==> src/rtl/sel_pkg.sv <==
// constants shared by the sram error logger design
package sel_pkg;

  // ---------------------------------------------------------------
  // bus geometry
  // ---------------------------------------------------------------
  localparam int AXI_ADDR_W = 8;
  localparam int AXI_DATA_W = 32;
  localparam int AXI_STRB_W = AXI_DATA_W / 8;

  // ---------------------------------------------------------------
  // register indices; byte address is four times the index
  // ---------------------------------------------------------------
  localparam int             IDX_W          = AXI_ADDR_W - 2;
  localparam logic [IDX_W-1:0] IDX_EN_CLEAR = 6'h00;
  localparam logic [IDX_W-1:0] IDX_EN_SET   = 6'h01;
  localparam logic [IDX_W-1:0] IDX_FLAGS    = 6'h02;
  localparam logic [IDX_W-1:0] IDX_STATUS   = 6'h03;
  localparam logic [IDX_W-1:0] IDX_FAULT    = 6'h04;
  localparam logic [IDX_W-1:0] IDX_DBG_CTRL = 6'h0f;

  // ---------------------------------------------------------------
  // field positions
  // ---------------------------------------------------------------
  localparam int ONE_BIT_FAULT_BIT     = 0;
  localparam int DOUBLE_FAULT_BIT      = 1;
  localparam int CHECK_DISABLE_BIT     = 0;
  localparam int DBG_CHECK_DISABLE_BIT = 0;
  localparam int DEBUGGER_LOG_ENABLE   = 1;
  localparam int FAULT_LOC_W           = 17;

  // ---------------------------------------------------------------
  // reset values
  // ---------------------------------------------------------------
  localparam logic [1:0]            RST_IRQ_ENABLE = 2'h0;
  localparam logic [1:0]            RST_FLAGS      = 2'h0;
  localparam logic                  RST_STATUS     = 1'h0;
  localparam logic [FAULT_LOC_W-1:0] RST_FAULT_LOC = 17'h00000;
  localparam logic [1:0]            RST_DBG_CTRL   = 2'h0;

  // ---------------------------------------------------------------
  // ram geometry and code
  // ---------------------------------------------------------------
  localparam int RAM_BYTES = 4;
  localparam int RAM_DATA_W = 8 * RAM_BYTES;
  localparam int CHK_W      = 5;

  // ---------------------------------------------------------------
  // timing and responses
  // ---------------------------------------------------------------
  localparam logic [1:0] FUSE_SETTLE = 2'h3;
  localparam logic [1:0] RESP_OKAY   = 2'h0;
  localparam logic [1:0] RESP_SLVERR = 2'h2;

endpackage

==> src/rtl/sel_byte_codec.sv <==
// single-error-correct double-error-detect codec for one data byte
`timescale 1ns/1ps
module sel_byte_codec (
  input  wire logic [7:0] i_wdata,
  output logic      [4:0] o_wchk,
  input  wire logic [7:0] i_rdata,
  input  wire logic [4:0] i_rchk,
  output logic      [7:0] o_rdata_fix,
  output logic            o_single,
  output logic            o_double
);

  // ---------------------------------------------------------------
  // encoder: hamming(12,8) plus overall parity
  // ---------------------------------------------------------------
  logic [3:0] wp;
  assign wp[0]  = i_wdata[0] ^ i_wdata[1] ^ i_wdata[3] ^ i_wdata[4] ^ i_wdata[6];
  assign wp[1]  = i_wdata[0] ^ i_wdata[2] ^ i_wdata[3] ^ i_wdata[5] ^ i_wdata[6];
  assign wp[2]  = i_wdata[1] ^ i_wdata[2] ^ i_wdata[3] ^ i_wdata[7];
  assign wp[3]  = i_wdata[4] ^ i_wdata[5] ^ i_wdata[6] ^ i_wdata[7];
  assign o_wchk = {(^i_wdata) ^ (^wp), wp};

  // ---------------------------------------------------------------
  // decoder
  // ---------------------------------------------------------------
  logic [3:0]  rp;
  logic [3:0]  syn;
  logic        par_bad;
  logic [12:1] cw;
  logic [12:1] flip;
  logic [12:1] cw_fix;
  assign rp[0]   = i_rdata[0] ^ i_rdata[1] ^ i_rdata[3] ^ i_rdata[4] ^ i_rdata[6];
  assign rp[1]   = i_rdata[0] ^ i_rdata[2] ^ i_rdata[3] ^ i_rdata[5] ^ i_rdata[6];
  assign rp[2]   = i_rdata[1] ^ i_rdata[2] ^ i_rdata[3] ^ i_rdata[7];
  assign rp[3]   = i_rdata[4] ^ i_rdata[5] ^ i_rdata[6] ^ i_rdata[7];
  assign syn     = rp ^ i_rchk[3:0];
  assign par_bad = (^i_rdata) ^ (^i_rchk);
  assign cw      = {i_rdata[7:4], i_rchk[3], i_rdata[3:1], i_rchk[2], i_rdata[0],
                    i_rchk[1], i_rchk[0]};
  // syndrome above 12 cannot come from one flip; mask keeps it harmless
  assign flip    = (par_bad && syn != 4'h0) ? 12'((13'h0001 << syn) >> 1) : 12'h000;
  assign cw_fix  = cw ^ flip;
  assign o_rdata_fix = {cw_fix[12:9], cw_fix[7:5], cw_fix[3]};
  assign o_single    = par_bad;
  assign o_double    = !par_bad && syn != 4'h0;

endmodule

==> src/rtl/sel_top.sv <==
// error logging, register slave and checked ram path of the sram check unit
`timescale 1ns/1ps
module sel_top #(
  parameter int RAM_ADDR_W = sel_pkg::FAULT_LOC_W,
  parameter int RAM_BYTES  = sel_pkg::RAM_BYTES
) (
  input  wire logic                             I_REF_CLK,
  input  wire logic                             I_RSTN,
  // axi4-lite slave
  input  wire logic [sel_pkg::AXI_ADDR_W-1:0]   I_AWADDR,
  input  wire logic                             I_AWVALID,
  output logic                                  O_AWREADY,
  input  wire logic [sel_pkg::AXI_DATA_W-1:0]   I_WDATA,
  input  wire logic [sel_pkg::AXI_STRB_W-1:0]   I_WSTRB,
  input  wire logic                             I_WVALID,
  output logic                                  O_WREADY,
  output logic [1:0]                            O_BRESP,
  output logic                                  O_BVALID,
  input  wire logic                             I_BREADY,
  input  wire logic [sel_pkg::AXI_ADDR_W-1:0]   I_ARADDR,
  input  wire logic                             I_ARVALID,
  output logic                                  O_ARREADY,
  output logic [sel_pkg::AXI_DATA_W-1:0]        O_RDATA,
  output logic [1:0]                            O_RRESP,
  output logic                                  O_RVALID,
  input  wire logic                             I_RREADY,
  // system side
  input  wire logic                             I_WRITE_PROTECT,
  input  wire logic                             I_FUSE_CHECK_DIS,
  output logic                                  O_IRQ,
  // ram requests from the system
  input  wire logic                             I_RAM_WE,
  input  wire logic                             I_RAM_RE,
  input  wire logic                             I_RAM_DBG,
  input  wire logic [RAM_ADDR_W-1:0]            I_RAM_ADDR,
  input  wire logic [8*RAM_BYTES-1:0]           I_RAM_WDATA,
  output logic [8*RAM_BYTES-1:0]                O_RAM_RDATA,
  output logic                                  O_RAM_RVALID,
  // sram array
  output logic                                  O_MEM_WE,
  output logic                                  O_MEM_CHK_WE,
  output logic                                  O_MEM_RE,
  output logic [RAM_ADDR_W-1:0]                 O_MEM_ADDR,
  output logic [8*RAM_BYTES-1:0]                O_MEM_WDATA,
  output logic [sel_pkg::CHK_W*RAM_BYTES-1:0]   O_MEM_WCHK,
  input  wire logic                             I_MEM_RVALID,
  input  wire logic [8*RAM_BYTES-1:0]           I_MEM_RDATA,
  input  wire logic [sel_pkg::CHK_W*RAM_BYTES-1:0] I_MEM_RCHK
);
  import sel_pkg::*;

  // ---------------------------------------------------------------
  // state
  // ---------------------------------------------------------------
  logic [1:0]             irq_enable;
  logic [1:0]             error_flags;
  logic                   check_disable_bit;
  logic [RAM_ADDR_W-1:0]  fault_location;
  logic [1:0]             debugger_read_control;
  logic                   fuse_s1;
  logic                   fuse_s2;
  logic [1:0]             fuse_cnt;
  logic [AXI_ADDR_W-1:0]  aw_addr;
  logic [AXI_DATA_W-1:0]  w_data;
  logic [AXI_STRB_W-1:0]  w_strb;
  logic [RAM_ADDR_W-1:0]  pend_addr;
  logic                   pend_dbg;

  // ---------------------------------------------------------------
  // write decode
  // ---------------------------------------------------------------
  logic [IDX_W-1:0] wr_idx;
  logic             wr_fire;
  logic             wr_lane0;
  logic             wr_mapped;
  logic             wr_guarded;
  logic             wr_blocked;
  logic [1:0]       wr_bits;
  logic [1:0]       en_set;
  logic [1:0]       en_clr;
  logic [1:0]       flag_clr_w;
  logic             dbg_wr;

  assign wr_idx     = aw_addr[AXI_ADDR_W-1:2];
  assign wr_fire    = !O_AWREADY && !O_WREADY && !O_BVALID;
  // control bits live in lane 0, so any access size reaching it works
  assign wr_lane0   = wr_fire && w_strb[0];
  assign wr_bits    = w_data[1:0];
  assign wr_mapped  = wr_idx == IDX_EN_CLEAR || wr_idx == IDX_EN_SET ||
                      wr_idx == IDX_FLAGS || wr_idx == IDX_STATUS ||
                      wr_idx == IDX_FAULT || wr_idx == IDX_DBG_CTRL;
  assign wr_guarded = wr_idx == IDX_EN_CLEAR || wr_idx == IDX_EN_SET ||
                      wr_idx == IDX_DBG_CTRL;
  assign wr_blocked = I_WRITE_PROTECT && wr_guarded;
  assign en_set     = (wr_lane0 && !wr_blocked && wr_idx == IDX_EN_SET) ?
                      wr_bits : 2'h0;
  assign en_clr     = (wr_lane0 && !wr_blocked && wr_idx == IDX_EN_CLEAR) ?
                      wr_bits : 2'h0;
  assign flag_clr_w = (wr_lane0 && wr_idx == IDX_FLAGS) ? wr_bits : 2'h0;
  assign dbg_wr     = wr_lane0 && !wr_blocked && wr_idx == IDX_DBG_CTRL;

  // ---------------------------------------------------------------
  // read decode
  // ---------------------------------------------------------------
  logic [IDX_W-1:0]      rd_idx;
  logic                  ar_fire;
  logic                  rd_mapped;
  logic                  rd_clr;
  logic [AXI_DATA_W-1:0] loc_view;
  logic [AXI_DATA_W-1:0] rd_word;

  assign rd_idx    = I_ARADDR[AXI_ADDR_W-1:2];
  assign ar_fire   = I_ARVALID && O_ARREADY;
  assign rd_mapped = rd_idx == IDX_EN_CLEAR || rd_idx == IDX_EN_SET ||
                     rd_idx == IDX_FLAGS || rd_idx == IDX_STATUS ||
                     rd_idx == IDX_FAULT || rd_idx == IDX_DBG_CTRL;
  assign rd_clr    = ar_fire && rd_idx == IDX_FAULT;
  assign loc_view  = (error_flags == 2'h0) ? 32'h00000000 :
                     32'(fault_location);
  assign rd_word   = (rd_idx == IDX_EN_CLEAR || rd_idx == IDX_EN_SET) ?
                     {30'h00000000, irq_enable} :
                     (rd_idx == IDX_FLAGS)    ? {30'h00000000, error_flags} :
                     (rd_idx == IDX_STATUS)   ? {31'h00000000, check_disable_bit} :
                     (rd_idx == IDX_FAULT)    ? loc_view :
                     (rd_idx == IDX_DBG_CTRL) ? {30'h00000000, debugger_read_control} :
                     32'h00000000;

  // ---------------------------------------------------------------
  // checked ram read path
  // ---------------------------------------------------------------
  logic [8*RAM_BYTES-1:0]     fix_data;
  logic [CHK_W*RAM_BYTES-1:0] enc_chk;
  logic [RAM_BYTES-1:0]       byte_single;
  logic [RAM_BYTES-1:0]       byte_double;
  logic                       dbg_off;
  logic                       no_fix;
  logic                       log_ok;
  logic                       sgl_ev;
  logic                       dbl_ev;

  genvar gb;
  generate
    for (gb = 0; gb < RAM_BYTES; gb++) begin : g_byte
      sel_byte_codec u_codec (
        .i_wdata     (I_RAM_WDATA[8*gb +: 8]),
        .o_wchk      (enc_chk[CHK_W*gb +: CHK_W]),
        .i_rdata     (I_MEM_RDATA[8*gb +: 8]),
        .i_rchk      (I_MEM_RCHK[CHK_W*gb +: CHK_W]),
        .o_rdata_fix (fix_data[8*gb +: 8]),
        .o_single    (byte_single[gb]),
        .o_double    (byte_double[gb])
      );
    end
  endgenerate

  assign dbg_off = pend_dbg && debugger_read_control[DBG_CHECK_DISABLE_BIT];
  assign no_fix  = check_disable_bit || dbg_off;
  // debugger reads log only when asked to, so a halted probe leaves no trace
  assign log_ok  = !no_fix && (!pend_dbg ||
                   debugger_read_control[DEBUGGER_LOG_ENABLE]);
  assign dbl_ev  = I_MEM_RVALID && log_ok && (|byte_double);
  assign sgl_ev  = I_MEM_RVALID && log_ok && (|byte_single) && !(|byte_double);

  // ---------------------------------------------------------------
  // flags, enables and capture
  // ---------------------------------------------------------------
  logic [1:0]            ev;
  logic [1:0]            clr_mask;
  logic [1:0]            kept_flags;
  logic [1:0]            next_flags;
  logic [1:0]            next_enable;
  logic                  cap;
  logic [RAM_ADDR_W-1:0] next_location;

  assign ev            = {dbl_ev, sgl_ev};
  assign clr_mask      = flag_clr_w | {2{rd_clr}};
  assign kept_flags    = error_flags & ~clr_mask;
  // an error in the clearing cycle survives: set wins
  assign next_flags    = kept_flags | ev;
  assign next_enable   = (irq_enable | en_set) & ~en_clr;
  assign cap           = ((sgl_ev || dbl_ev) && kept_flags == 2'h0) ||
                         (dbl_ev && !kept_flags[DOUBLE_FAULT_BIT]);
  assign next_location = cap ? pend_addr : fault_location;

  always_ff @(posedge I_REF_CLK) begin
    if (!I_RSTN) begin
      irq_enable            <= RST_IRQ_ENABLE;
      error_flags           <= RST_FLAGS;
      fault_location        <= RST_FAULT_LOC;
      debugger_read_control <= RST_DBG_CTRL;
      O_IRQ                 <= 1'b0;
    end else begin
      irq_enable     <= next_enable;
      error_flags    <= next_flags;
      fault_location <= next_location;
      if (dbg_wr) begin
        debugger_read_control <= wr_bits;
      end
      O_IRQ <= |(next_flags & next_enable);
    end
  end

  // ---------------------------------------------------------------
  // fuse capture
  // ---------------------------------------------------------------
  // sampled after the synchroniser has settled, then held until reset
  always_ff @(posedge I_REF_CLK) begin
    fuse_s1 <= I_FUSE_CHECK_DIS;
    fuse_s2 <= fuse_s1;
    if (!I_RSTN) begin
      fuse_cnt          <= 2'h0;
      check_disable_bit <= RST_STATUS;
    end else if (fuse_cnt != FUSE_SETTLE) begin
      fuse_cnt <= fuse_cnt + 2'h1;
      if (fuse_cnt == FUSE_SETTLE - 2'h1) begin
        check_disable_bit <= fuse_s2;
      end
    end
  end

  // ---------------------------------------------------------------
  // ram request path
  // ---------------------------------------------------------------
  always_ff @(posedge I_REF_CLK) begin
    if (!I_RSTN) begin
      O_MEM_WE     <= 1'b0;
      O_MEM_CHK_WE <= 1'b0;
      O_MEM_RE     <= 1'b0;
      O_MEM_ADDR   <= '0;
      O_MEM_WDATA  <= '0;
      O_MEM_WCHK   <= '0;
      O_RAM_RDATA  <= '0;
      O_RAM_RVALID <= 1'b0;
      pend_addr    <= '0;
      pend_dbg     <= 1'b0;
    end else begin
      O_MEM_WE     <= I_RAM_WE;
      O_MEM_CHK_WE <= I_RAM_WE && !check_disable_bit;
      O_MEM_RE     <= I_RAM_RE && !I_RAM_WE;
      O_MEM_ADDR   <= I_RAM_ADDR;
      O_MEM_WDATA  <= I_RAM_WDATA;
      O_MEM_WCHK   <= enc_chk;
      O_RAM_RVALID <= I_MEM_RVALID;
      if (I_MEM_RVALID) begin
        O_RAM_RDATA <= no_fix ? I_MEM_RDATA : fix_data;
      end
      if (I_RAM_RE && !I_RAM_WE) begin
        pend_addr <= I_RAM_ADDR;
        pend_dbg  <= I_RAM_DBG;
      end
    end
  end

  // ---------------------------------------------------------------
  // axi4-lite write channel
  // ---------------------------------------------------------------
  always_ff @(posedge I_REF_CLK) begin
    if (!I_RSTN) begin
      O_AWREADY <= 1'b1;
      O_WREADY  <= 1'b1;
      O_BVALID  <= 1'b0;
      O_BRESP   <= RESP_OKAY;
      aw_addr   <= '0;
      w_data    <= '0;
      w_strb    <= '0;
    end else begin
      if (I_AWVALID && O_AWREADY) begin
        aw_addr   <= I_AWADDR;
        O_AWREADY <= 1'b0;
      end
      if (I_WVALID && O_WREADY) begin
        w_data   <= I_WDATA;
        w_strb   <= I_WSTRB;
        O_WREADY <= 1'b0;
      end
      if (wr_fire) begin
        O_BVALID <= 1'b1;
        O_BRESP  <= (!wr_mapped || wr_blocked) ? RESP_SLVERR : RESP_OKAY;
      end
      if (O_BVALID && I_BREADY) begin
        O_BVALID  <= 1'b0;
        O_AWREADY <= 1'b1;
        O_WREADY  <= 1'b1;
      end
    end
  end

  // ---------------------------------------------------------------
  // axi4-lite read channel
  // ---------------------------------------------------------------
  always_ff @(posedge I_REF_CLK) begin
    if (!I_RSTN) begin
      O_ARREADY <= 1'b1;
      O_RVALID  <= 1'b0;
      O_RDATA   <= '0;
      O_RRESP   <= RESP_OKAY;
    end else if (ar_fire) begin
      O_ARREADY <= 1'b0;
      O_RVALID  <= 1'b1;
      O_RDATA   <= rd_word;
      O_RRESP   <= rd_mapped ? RESP_OKAY : RESP_SLVERR;
    end else if (O_RVALID && I_RREADY) begin
      O_RVALID  <= 1'b0;
      O_ARREADY <= 1'b1;
    end
  end

endmodule

==> config.mk <==
export PLATFORM = sky130hd
export DESIGN_NAME = sel_top
export DESIGN_NICKNAME = d
export VERILOG_FILES = /design/src/rtl/sel_pkg.sv /design/src/rtl/sel_byte_codec.sv /design/src/rtl/sel_top.sv
export SDC_FILE = /design/constraint.sdc
export NUM_CORES = 1
export LEC_CHECK = 0
export CAP_MARGIN = 20
export CORE_MARGIN = 5
export CORE_UTILIZATION = 40
export DETAILED_ROUTE_END_ITERATION = 8
export DONT_BUFFER_PORTS = 1
export GPL_ROUTABILITY_DRIVEN = 0
export PLACE_DENSITY = 0.63
export RECOVER_POWER = 25
export SLEW_MARGIN = 30
export SYNTH_ARGS = -nofsm -noshare
export SYNTH_HDL_FRONTEND = slang
export SYNTH_HIERARCHICAL = 1
export SYNTH_SLANG_ARGS = --single-unit
==> constraint.sdc <==
create_clock -name I_REF_CLK -period 3.7 [get_ports I_REF_CLK]
set_clock_uncertainty 0.15 [all_clocks]
set_input_delay 0.74 -clock I_REF_CLK [delete_from_list [all_inputs] [get_ports I_REF_CLK]]
set_output_delay 0.74 -clock I_REF_CLK [all_outputs]
set_load 0.02 [all_outputs]
==> key figures <==
Synthesis
  – Mean Syn Cell Area: between 9 and 10 um^2
  – Warnings, synthesis: 6
  – Post-synth EDFFs: 0
  – Post-Synthesis Cells: 940
  – Seq/Total Area, Yosys: 0.4069
  – Asr flop ratio synth: 0
  – Flops & latches, synth: 185
  – Synthesized area: slightly above 9000 um^2
  – Synth Flop Type: dfxtp_1
  – Netlist cell types: 56

Final layout
  – Antenna diodes: 0
  – Fill cells: 2191
  – Area Growth Syn to Fin: 8.770%
  – FF/Latch Area: 3704 um^2
  – # nets final: between 1000 and 1500
  – Fraction of layout cells with a size suffix above 1: 0.09402
  – Multi-input logic area: 5080 um^2

Routing
  – Via-per-instance ratio: roughly 5
  – Routed WL: about 21 mm
  – Via count: 6111
  – Wire length on met2: between 10 and 15 mm
  – DR pass1 iterations: 5
  – Top Metal Used: met5
  – Routed wire per std cell: 17.42 um
  – Post-route DRC: 0
  – Wl on met1: about 8.7 mm
  – Met3 wire len: around 2 mm
  – Antenna Nets Post-Route: 0
  – Initial DRC count: around 400

Pwr
  – P_sw: 1.620 mW
  – Clock share of power: 0.350
  – Combinational share of power: 0.207
  – Net Sw Frac: 0.3034
  – Leakage power: about 4.0 nW
  – Flop pwr share: 0.443
  – Largest vdd supply drop: 0.0002590 V
  – PD cells: 539.4 nW/um^2
  – Design internal power: between 3 and 4 mW

Clocking
  – Cts bufs inserted: 17
  – Clock root cell: clkbuf_16
  – CTS Buffer Depth: 2
  – H-tree depth: 4
  – Clock Latency Late Sink: approximately 0.42 ns
  – # resized after CTS: 0
  – Sink Count: 185
  – CTS tree: yes
  – Setup Buffers After CTS: 0
  – Cts hold-fix bufs: 0
  – Clock transition at path regs: around 0.070 ns

Floorplanning
  – Die W: 160.9 um
  – Core ar.: 22500 um^2
  – Chip Height: roughly 160 um
  – Die Area: roughly 26000 um^2
  – FP Rows: between 50 and 60
  – Initial Utilization: 0.4045
  – Top Ports: about 310

GRT
  – Tot GR Track Use: 0.1591
  – Vias in the first global route: around 6000
  – GR Overflow Total: 0
  – Global-route wire length before repair: roughly 33 mm
  – Pin count of the biggest net entering global routing: 110
  – Antenna violations before repair: 1

Worst setup path
  – Critical-path maximum fanout: 17
  – Worst Setup Path Type: input port to flop
  – Slowest CP cell: xnor3_2
  – CP arrival: around 3.2 ns
  – Largest stage delay on the critical path: 0.47 ns
  – Critical Path RT: slightly below 4 ns
  – R2R Path Start: O_AWREADY
  – Critical Path Source: I_MEM_RDATA[8]
  – CP startpoint kind: input port
  – Crit-path cells: xnor3_2 > xnor2_4 > xor2_1 > mux2_2 > nor4_2 > buf_4 > o2111a_2 > a2111oi_4 > buf_12 > mux2i_1
  – Crit. End Element: flop

Placement
  – Pre-CTS setup slack: 0.2304 ns
  – # port buffers: 0
  – Detailed placement HPWL: around 16 mm

STA
  – Setup ws final: approximately 0.7 ns
  – Final worst path period need: 2.997 ns
  – F_max: 333.6 MHz
  – Fin. Hold Viols: 0
  – Setup TNS: 0 ns
  – RSZ-0062 raised after global routing: no
  – Relative slew slack: 0.1149
  – Max Slew Vio Count: 0
  – Slew @ Worst Pin: around 1.3 ns
  – Setup-failing EPs final: 0
  – Period utilisation layout: 0.8101

Worst hold path
  – Min-delay worst type: flop to flop
  – Hold path start: fuse_s1

Run status
  – Status: completed

Job
  – Max-Cap Viols: 0
stage by stage:
| stage | power [mW] | util | cell area (um^2) | hold slack [ns] | instances |
|---|---|---|---|---|---|
| after floorplan | 3.348 | - | 9169 | 0.1596 | 956 |
| after global placement | 3.514 | 0.4132 | 9299 | 0.1610 | 1189 |
| after detailed placement | 3.529 | 0.4132 | 9299 | 0.1651 | 1189 |
| after CTS | 5.407 | 0.4400 | 9901 | 0.1732 | 1221 |
| after global routing | 5.606 | 0.4400 | 9901 | 0.1688 | 1221 |
| final | 5.340 | 0.4400 | 9901 | 0.1813 | 1221 |
power by group through the flow:
stage / Sequential (mW) / Clock [mW] / Combinational [mW]
after floorplan: 2.37 / 0 / 0.976
after global placement: 2.42 / 0 / 1.10
after detailed placement: 2.42 / 0 / 1.11
after CTS: 2.37 / 1.92 / 1.12
after global routing: 2.38 / 2.01 / 1.22
final: 2.37 / 1.87 / 1.11
sequential cells by signal (all words and copies together) (netlist names), 2 cells and up:
name / cells
irq_enable: 2
O_RDATA: 17
O_RAM_RDATA: 32
debugger_read_control: 2
w_data: 2
fuse_cnt: 2
O_MEM_WCHK: 20
O_MEM_ADDR: 17
aw_addr: 6
error_flags: 2
pend_addr: 17
fault_location: 17
O_MEM_WDATA: 32
logic make-up after synthesis:
group           after synthesis  synth area share
fa+ha+maj                     2          0.002749
other cells                   1         0.0004120
simple gates                331            0.1802
mux                          67           0.07423
flops                       185            0.4069
xor+xnor                    169            0.2115
buf+inv                      77           0.04426
compound gates              108           0.07973
Yosys cell counts (all sizes together), types with 2 or more instances:
master	count	area, um^2
clkbuf	38	147.6
ha	2	25.02
nor2b	2	12.51
nor2	85	319.1
a21oi	40	200.2
xnor3	16	375.4
xor2	49	429.2
dfxtp	185	3704
a211oi	34	255.2
mux2	4	45.04
nand4	3	25.02
o21ai	9	45.04
xnor2	100	1026
nor3b	3	33.78
nor4	12	100.1
nand3	18	95.09
nand2b	4	25.02
mux2i	63	630.6
buf	25	181.4
dlygate4sd3	2	20.02
a22oi	15	112.6
nand2	97	364.1
xor3	4	95.09
nor3	23	131.4
inv	11	41.29
and2	80	500.5
layout by cell type, fill, tap and decap left out, drive strengths merged, types with 2 or more instances in the layout:
cell	instances
nand4	3
nor3	23
o21ai	9
and2	80
conb	17
xor3	4
nor4	12
nor3b	3
ha	2
a211oi	34
buf	14
clkinv	5
xnor3	16
inv	17
nor2b	2
mux2	4
a21oi	40
nand2b	4
bufinv	2
clkbuf	18
a22oi	15
nand2	97
nand3	18
xor2	49
dfxtp	185
nor2	85
mux2i	63
xnor2	100
area by class of cell:
type,instances,share of cell area
Clock buffer,18,0.04436
Clock inverter,14,0.01643
Inverter,11,0.004170
Multi-Input combinational cell,694,0.5131
Sequential cell,185,0.3741
Tap cell,285,0.03602
Timing Repair Buffer,14,0.01188
metal layers:
layer,global-route usage,vias to the layer above
li1,-,3067
met1,0.1907,2839
met2,0.2663,189
met3,0.06646,14
met4,0.03839,2
met5,0,-
worst max-delay path, delay by kind of cell:
kind / cells / cell delay [ns]
compound gates: 2 / 0.29
xor+xnor: 3 / 0.95
buf+inv: 2 / 0.36
mux: 2 / 0.52
simple gates: 1 / 0.27
path summary, 6_finish.rpt:
check / to / slack [ns] / depth (start not counted)
max reg2reg: O_IRQ / 1.54 / 5
max: fault_location[7] / 0.70 / 10
min: fuse_s2 / 0.18 / 0
min reg2reg: fuse_s2 / 0.18 / 0
No activity file was read; power rests on OpenSTA's default activity.
